[src/rtl/scirq_pkg.sv]
// Package: register map, field layout and carrier types for the serial-two interrupt block
package scirq_pkg;

    // Printed offsets are not all multiples of four, so they are kept as indices
    localparam logic [15:0] IDX_RX_ERR_A   = 16'h441A;
    localparam logic [15:0] IDX_RX_ERR_B   = 16'h441C;
    localparam logic [15:0] IDX_IRQ_PEND   = 16'h460E;
    localparam logic [15:0] IDX_IRQ_ENABLE = 16'h4626;

    localparam int          ADDR_W         = 18;
    localparam int          OFFS_W         = 13;
    localparam int          EVT_W          = 13;

    localparam logic [12:0] RST_OFFSET     = 13'h0000;
    localparam logic [12:0] RST_EVT        = 13'h0000;
    localparam logic [31:0] RST_RDATA      = 32'h0000_0000;

    // Event bit positions, shared by the enable and pending registers
    localparam int BIT_TX_B_UNLOADED = 12;
    localparam int BIT_TX_A_UNLOADED = 11;
    localparam int BIT_RX_B_UNLOADED = 10;
    localparam int BIT_RX_A_UNLOADED = 9;
    localparam int BIT_I2C_NACK      = 8;
    localparam int BIT_I2C_CMD_DONE  = 7;
    localparam int BIT_I2C_TX_DONE   = 6;
    localparam int BIT_I2C_RX_DONE   = 5;
    localparam int BIT_TX_UNDERRUN   = 4;
    localparam int BIT_RX_OVERRUN    = 3;
    localparam int BIT_TX_IDLE       = 2;
    localparam int BIT_TX_FREE       = 1;
    localparam int BIT_RX_AVAILABLE  = 0;

    // Error report from the receive DMA for one buffer
    typedef struct packed {
        logic        err;
        logic [12:0] offset;
    } scirq_rx_err_t;

    // Per-buffer lifecycle strobes from the receive DMA
    typedef struct packed {
        logic unload;
        logic load;
    } scirq_buf_evt_t;

endpackage : scirq_pkg

[src/rtl/scirq_err_log.sv]
// First-error offset logger for one receive DMA buffer
`timescale 1ns/1ps
`default_nettype none

module scirq_err_log (
    input  wire logic                    pclk,
    input  wire logic                    presetn,
    input  wire scirq_pkg::scirq_rx_err_t err_in,
    input  wire scirq_pkg::scirq_buf_evt_t buf_evt,
    input  wire logic                    dma_reset,
    output logic [12:0]                  offset_q
);

    logic captured_q;  // One error already held
    logic unloaded_q;  // Unload seen, waiting for reload to re-arm

    // Capture only the first error; unload then reload, or DMA reset, re-arms
    always_ff @(posedge pclk or negedge presetn) begin
        if (!presetn) begin
            offset_q   <= scirq_pkg::RST_OFFSET;
            captured_q <= 1'b0;
            unloaded_q <= 1'b0;
        end else if (dma_reset) begin
            offset_q   <= scirq_pkg::RST_OFFSET;
            captured_q <= 1'b0;
            unloaded_q <= 1'b0;
        end else if (buf_evt.load && (unloaded_q || buf_evt.unload)) begin
            // Fresh buffer reads zero until its own first error
            offset_q   <= scirq_pkg::RST_OFFSET;
            captured_q <= 1'b0;
            unloaded_q <= 1'b0;
        end else begin
            if (buf_evt.unload) begin
                unloaded_q <= 1'b1;
            end
            if (err_in.err && !captured_q) begin
                offset_q   <= err_in.offset;
                captured_q <= 1'b1;
            end
        end
    end

endmodule : scirq_err_log

`default_nettype wire

[src/rtl/scirq_top.sv]
// Serial-two interrupt enable/pending registers and receive error log behind APB
//
// Our own choice: the APB register port.
`timescale 1ns/1ps
`default_nettype none

// How it works
// - Read-only 13-bit offset of first bad byte in receive buffer A.
// - Read-only 13-bit offset of first bad byte in receive buffer B.
// - An offset register reads zero until an error is logged.
// - After the first capture, later errors in that buffer change nothing.
// - Logging re-arms only on unload then reload, or receive DMA reset.
// - Enable bits 12..9 gate tx B, tx A, rx B, rx A unloaded.
// - Enable bits 8..5 gate nack, command done, tx done, rx done.
// - Enable bits 4..0 gate underrun, overrun, idle, free, data available.
// - Pending bits 12..9 latch the four buffer unloaded events.
// - Pending bits 8..5 latch the four I2C events.
// - Pending bits 4..0 latch the five buffer condition events.
module scirq_top #(
    parameter int ADDR_W = scirq_pkg::ADDR_W
) (
    input  wire logic                      pclk,
    input  wire logic                      presetn,
    input  wire logic                      psel,
    input  wire logic                      penable,
    input  wire logic                      pwrite,
    input  wire logic [ADDR_W-1:0]         paddr,
    input  wire logic [31:0]               pwdata,
    input  wire logic [3:0]                pstrb,
    output logic [31:0]                    prdata,
    output logic                           pready,
    output logic                           pslverr,
    input  wire scirq_pkg::scirq_rx_err_t  rx_err_a,
    input  wire scirq_pkg::scirq_rx_err_t  rx_err_b,
    input  wire scirq_pkg::scirq_buf_evt_t rx_buf_a_evt,
    input  wire scirq_pkg::scirq_buf_evt_t rx_buf_b_evt,
    input  wire logic                      rx_dma_reset,
    input  wire logic                      tx_buffer_b_unloaded_event,
    input  wire logic                      tx_buffer_a_unloaded_event,
    input  wire logic                      i2c_nack_received_event,
    input  wire logic                      i2c_command_done_event,
    input  wire logic                      i2c_transmit_done_event,
    input  wire logic                      i2c_receive_done_event,
    input  wire logic                      transmit_underrun_event,
    input  wire logic                      receive_overrun_event,
    input  wire logic                      transmitter_idle_event,
    input  wire logic                      transmit_space_free_event,
    input  wire logic                      receive_data_available_event,
    output logic                           irq
);

    localparam int EW = scirq_pkg::EVT_W;

    // Index times four gives the byte address on the 32-bit bus
    function automatic logic [ADDR_W-1:0] byte_addr(input logic [15:0] idx);
        byte_addr = ADDR_W'({idx, 2'b00});
    endfunction : byte_addr

    logic [12:0]   rx_buffer_a_first_error_offset;
    logic [12:0]   rx_buffer_b_first_error_offset;
    logic [EW-1:0] serial_two_irq_enable_q;
    logic [EW-1:0] serial_two_irq_pending_q;
    logic [EW-1:0] evt_vec;
    logic [EW-1:0] clr_vec;
    logic          access;
    logic          wr_en;
    logic          hit_a;
    logic          hit_b;
    logic          hit_pend;
    logic          hit_en;
    logic          mapped;
    logic          lo_lanes;

    // First-error loggers, one per receive buffer
    scirq_err_log u_log_a (
        .pclk      (pclk),
        .presetn   (presetn),
        .err_in    (rx_err_a),
        .buf_evt   (rx_buf_a_evt),
        .dma_reset (rx_dma_reset),
        .offset_q  (rx_buffer_a_first_error_offset)
    );

    scirq_err_log u_log_b (
        .pclk      (pclk),
        .presetn   (presetn),
        .err_in    (rx_err_b),
        .buf_evt   (rx_buf_b_evt),
        .dma_reset (rx_dma_reset),
        .offset_q  (rx_buffer_b_first_error_offset)
    );

    // Address decode; the slave answers in the second access cycle, after one wait state
    assign access   = psel && penable;
    assign hit_a    = (paddr == byte_addr(scirq_pkg::IDX_RX_ERR_A));
    assign hit_b    = (paddr == byte_addr(scirq_pkg::IDX_RX_ERR_B));
    assign hit_pend = (paddr == byte_addr(scirq_pkg::IDX_IRQ_PEND));
    assign hit_en   = (paddr == byte_addr(scirq_pkg::IDX_IRQ_ENABLE));
    assign mapped   = hit_a || hit_b || hit_pend || hit_en;
    assign lo_lanes = (pstrb[1:0] == 2'b11);
    // Writes need both low lanes, so a 13-bit field never splits
    assign wr_en    = access && !pready && pwrite && lo_lanes;

    // Event vector in the shared enable/pending layout
    always_comb begin
        evt_vec = '0;
        evt_vec[scirq_pkg::BIT_TX_B_UNLOADED] = tx_buffer_b_unloaded_event;
        evt_vec[scirq_pkg::BIT_TX_A_UNLOADED] = tx_buffer_a_unloaded_event;
        evt_vec[scirq_pkg::BIT_RX_B_UNLOADED] = rx_buf_b_evt.unload;
        evt_vec[scirq_pkg::BIT_RX_A_UNLOADED] = rx_buf_a_evt.unload;
        evt_vec[scirq_pkg::BIT_I2C_NACK]      = i2c_nack_received_event;
        evt_vec[scirq_pkg::BIT_I2C_CMD_DONE]  = i2c_command_done_event;
        evt_vec[scirq_pkg::BIT_I2C_TX_DONE]   = i2c_transmit_done_event;
        evt_vec[scirq_pkg::BIT_I2C_RX_DONE]   = i2c_receive_done_event;
        evt_vec[scirq_pkg::BIT_TX_UNDERRUN]   = transmit_underrun_event;
        evt_vec[scirq_pkg::BIT_RX_OVERRUN]    = receive_overrun_event;
        evt_vec[scirq_pkg::BIT_TX_IDLE]       = transmitter_idle_event;
        evt_vec[scirq_pkg::BIT_TX_FREE]       = transmit_space_free_event;
        evt_vec[scirq_pkg::BIT_RX_AVAILABLE]  = receive_data_available_event;
    end

    // Write-one-to-clear mask for the pending register
    assign clr_vec = (wr_en && hit_pend) ? pwdata[EW-1:0] : '0;

    // Enable register; bits 15..13 are not stored
    always_ff @(posedge pclk or negedge presetn) begin
        if (!presetn) begin
            serial_two_irq_enable_q <= scirq_pkg::RST_EVT;
        end else if (wr_en && hit_en) begin
            serial_two_irq_enable_q <= pwdata[EW-1:0];
        end
    end

    // Sticky pending flags; a new event beats a clear in the same cycle
    always_ff @(posedge pclk or negedge presetn) begin
        if (!presetn) begin
            serial_two_irq_pending_q <= scirq_pkg::RST_EVT;
        end else begin
            serial_two_irq_pending_q <= (serial_two_irq_pending_q & ~clr_vec) | evt_vec;
        end
    end

    // Interrupt registered from the updated flag state, one cycle behind an event
    always_ff @(posedge pclk or negedge presetn) begin
        if (!presetn) begin
            irq <= 1'b0;
        end else begin
            irq <= |(((serial_two_irq_pending_q & ~clr_vec) | evt_vec)
                     & serial_two_irq_enable_q);
        end
    end

    // APB answer: one ready pulse per access after one wait state, error on unmapped address
    always_ff @(posedge pclk or negedge presetn) begin
        if (!presetn) begin
            pready  <= 1'b0;
            pslverr <= 1'b0;
        end else if (access && !pready) begin
            pready  <= 1'b1;
            pslverr <= !mapped;
        end else begin
            pready  <= 1'b0;
            pslverr <= 1'b0;
        end
    end

    // Read data captured with ready; upper bits always zero
    always_ff @(posedge pclk or negedge presetn) begin
        if (!presetn) begin
            prdata <= scirq_pkg::RST_RDATA;
        end else if (access && !pready && !pwrite) begin
            prdata <= '0;
            if (hit_a) begin
                prdata[12:0] <= rx_buffer_a_first_error_offset;
            end else if (hit_b) begin
                prdata[12:0] <= rx_buffer_b_first_error_offset;
            end else if (hit_pend) begin
                prdata[EW-1:0] <= serial_two_irq_pending_q;
            end else if (hit_en) begin
                prdata[EW-1:0] <= serial_two_irq_enable_q;
            end
        end else begin
            prdata <= '0;
        end
    end

endmodule : scirq_top

`default_nettype wire
[config.mk]
export PLATFORM = sky130hd
export DESIGN_NAME = scirq_top
export DESIGN_NICKNAME = d
export VERILOG_FILES = /design/src/rtl/scirq_pkg.sv /design/src/rtl/scirq_err_log.sv /design/src/rtl/scirq_top.sv
export SDC_FILE = /design/constraint.sdc
export NUM_CORES = 1
export LEC_CHECK = 0
export ABC_CLOCK_PERIOD_IN_PS = 2100
export BUFFER_PORTS_ARGS = -buffer_cell sky130_fd_sc_hd__buf_2
export CORE_AREA = 2 2 102 104
export CTS_CLUSTER_SIZE = 10
export DETAILED_ROUTE_END_ITERATION = 10
export DIE_AREA = 0 0 104 106
export PLACE_DENSITY = 0.67
export SLEW_MARGIN = 30
export SYNTH_ARGS = -nofsm -noshare
export SYNTH_HDL_FRONTEND = slang
export SYNTH_SLANG_ARGS = --single-unit
[constraint.sdc]
create_clock -name pclk -period 2.1 [get_ports pclk]
set_input_delay 0.105 -clock pclk [delete_from_list [all_inputs] [get_ports pclk]]
set_output_delay 0.105 -clock pclk [all_outputs]
set_load 0.01 [all_outputs]
==> metrics.md <==
| Metric | Value |
|---|---|
| Status | `complete, no violations` |
| Reg-to-reg endpoint | `irq$_DFF_PN0_` |
| Die width | `104 µm` |
| # IOs | `138` |
| Fin util | `0.4770` |
| Post-synth cell types | `41` |
| Max VDD drop | `0.2728 mV` |
| Vias in the first global route | `3030` |
| Grt total ovfl | `0` |
| Avg Cell Area, Syn | `10.29 µm²` |
| Flop2flop setup slack | `50 ps` |
| Via density | `4.915` |
| Power density cells | `603.2 nW/µm²` |
| Min-delay src | `rx_err_b[12]` |
| Max Cap Viol | `0` |
| Initial antenna violation count | `0` |
| Global-route wire length before repair | `15660 µm` |
| Post-synth EDFFs | `0` |
| CP Launch Type | `flip-flop` |
| Reg2reg start | `pready$_DFF_PN0_` |
| Root buffer cell | `clkbuf_8` |
| Antenna violation net count after detailed routing | `0` |
| DRC Markers | `0` |
| Total CTS buffers | `9` |
| Setup violations, final | `0` |
| Worst EP required | `2330 ps` |
| Cell Area, Placed | `4108 µm²` |
| Relative slew slack | `0.5761` |
| CP Capture Type | `flip-flop` |
| WL/cell | `15.65 µm` |
| Chip height | `106 µm` |
| Placeable Area | `10000 µm²` |
| Area leader, netlist | `dfrtp_1` |
| Layout cells sized above 1 | `0.3340` |
| Endpoint, Worst Hold | `u_log_b.offset_q[12]$_DFFE_PN0P_` |
| Ys async rst share | `1.000` |
| Clock tree buffer depth | `2` |
| Synth top area share | `0.5292` |
| Critical path class | `flip-flop to flip-flop` |
| Crit path top cell by count | `buf_4` |
| CTS clk-pin slew, worst paths | `80 ps` |
| Largest net degree at the start of global routing | `32` |
| Top cells by count, synth | `dfrtp_1 (72), nand2_1 (63), a21oi_1 (39)` |
| Worst Path Arrival | `2290 ps` |
| R2r worst-path depth | `8` |
| Critical Path Fanout Max | `5` |
| Leak | `2.192 nW` |
| CTS tree | `built` |
| Max Freq | `0.4874 GHz` |
| Clock period minus worst slack | `2052 ps` |
| Crit-path slowest cell | `a2111o_1` |
| Cell Chain, Critical Path | `nand3b_1 -> buf_4 -> buf_4 -> nor2_2 -> and4b_1 -> a21boi_1 -> o21a_1 -> a2111o_1` |
| Synth top area cells | `dfrtp_1 (53%), nand2_1 (6.9%), a21oi_1 (5.7%), a22oi_1 (5.7%), buf_4 (4.4%)` |
| Final hold vios | `0` |
| Fin Hold WS | `14.99 ps` |
| Total wire length | `9811 µm` |
| Buffers on Ports | `97` |
| Final Power | `2.877 mW` |
| HPWL Detailed | `7246 µm` |
| Seq/Total Area, Yosys | `0.5292` |
| Die area | `11020 µm²` |
| Synth Instances | `331` |
| Via count | `3082` |
| Worst hold stages | `3` |
| CP max stage delay | `390 ps` |
| Final Cycle Share | `0.9770` |
| Synthesis-to-layout area growth | `40.10%` |
| Worst slew pin tran | `635.9 ps` |
| Main synth FF type | `dfrtp_1` |
| GP Congestion | `0.8573` |
| Dominant cell by count in the synthesized netlist | `dfrtp_1` |
| Total track usage | `0.1810` |
| Clock Skews | `10.13 ps` |
| Fin nets | `589` |
| Synth Register Bits | `72` |
| Clk sink count | `72` |
| Yosys warning count | `0` |
| N_diodes | `0` |
| Clk_lat worst skew | `350 ps` |
| RSZ-0062 raised after global routing | `true` |
| Starting Density | `0.3405` |
| DRT iter0 DRCs | `163` |
| DR pass1 iterations | `5` |
| Cell area after synthesis | `3405 µm²` |
| H-tree Lvls | `3` |
| Min-delay worst type | `primary input to flip-flop` |
| Cell Rows | `37` |
| Post-Layout Inst Area | `4770 µm²` |
| Max-slew violations | `0` |
[state kept, by name (all words and copies together) (netlist names)]
signal,cells
u_log_b.offset_q,13
irq,1
u_log_a.captured_q,1
u_log_a.offset_q,13
pslverr,1
u_log_b.unloaded_q,1
u_log_b.captured_q,1
prdata,13
pready,1
serial_two_irq_pending_q,13
u_log_a.unloaded_q,1
serial_two_irq_enable_q,13
[kinds of logic after synthesis]
family                 share of synthesized area
AND/OR/NAND/NOR                           0.1724
buffers and inverters                    0.06799
multiplexers                             0.04300
flip-flops                                0.5292
AO/OA/AOI/OAI                             0.1863
other                                   0.001101
[cells in the final DEF (no fill, tap or decap), types with 8 or more instances in the layout]
master,n
a21o_1,11
a21oi_1,39
a22oi_1,26
buf_2,97
buf_4,17
clkbuf_8,11
conb_1,19
dfrtp_1,72
dlygate4sd3_1,39
mux2_2,13
nand2_1,62
nand2b_1,11
nor2_1,8
[critical path, delay by kind of cell, from the launching register on]
| kind | cells | cell delay (ps) |
|---|---|---|
| AND/OR/NAND/NOR | 3 | 580 |
| AO/OA/AOI/OAI | 3 | 670 |
| buffers and inverters | 2 | 310 |
| flip-flops | 1 | 370 |
[layout make-up]
class	count	area (µm²)
sequential	72	1802
clock inverter	5	55.05
tap	136	170.2
inverter	5	18.77
multi-input combinational	240	1478
timing repair buffer	158	1095
clock buffer	11	151.4
fill	983	5230
[timing repair]
item	4_1_cts	5_1_grt
endpoints found under the setup margin	1	1
endpoints found under the hold margin	61	0
resized for setup	4	4
hold buffers	39	0
pin swaps	2	6
setup buffers	1	2
[power by group]
| group | switching (mW) | leakage (nW) | total [mW] | internal (mW) |
|---|---|---|---|---|
| Combinational | 0.171 | 1.17 | 0.321 | 0.150 |
| Clock | 0.513 | 0.101 | 1.12 | 0.609 |
| Sequential | 0.0193 | 0.924 | 1.43 | 1.42 |
[how the worst max path moves through the flow]
| stage | startpoint | endpoint | cells after the start |
|---|---|---|---|
| CTS | pready$_DFF_PN0_ | irq$_DFF_PN0_ | 7 |
| finish | pready$_DFF_PN0_ | irq$_DFF_PN0_ | 8 |
| global placement | paddr[15] | irq$_DFF_PN0_ | 8 |
| global route | pready$_DFF_PN0_ | irq$_DFF_PN0_ | 8 |
| detailed placement | paddr[15] | irq$_DFF_PN0_ | 8 |
| floorplan | pready$_DFF_PN0_ | irq$_DFF_PN0_ | 6 |
[per-stage QoR]
stage                     setup TNS, ps  instances  setup WS [ps]
after floorplan                       0        349          50.83
after global placement           -583.1        569         -111.5
after detailed placement         -883.7        569         -152.9
after CTS                        -56.94        625         -56.94
after global routing             -11.02        627         -11.02
final                                 0        627          48.20
[metal layers]
metal	global-route usage	up-vias	wire length, µm
met5	0	-	0
met4	0.05212	0	95
met3	0.04782	10	632
met2	0.2979	113	4809
met1	0.2360	1506	4273
li1	-	1453	-
(Power assumes the default switching activity.)
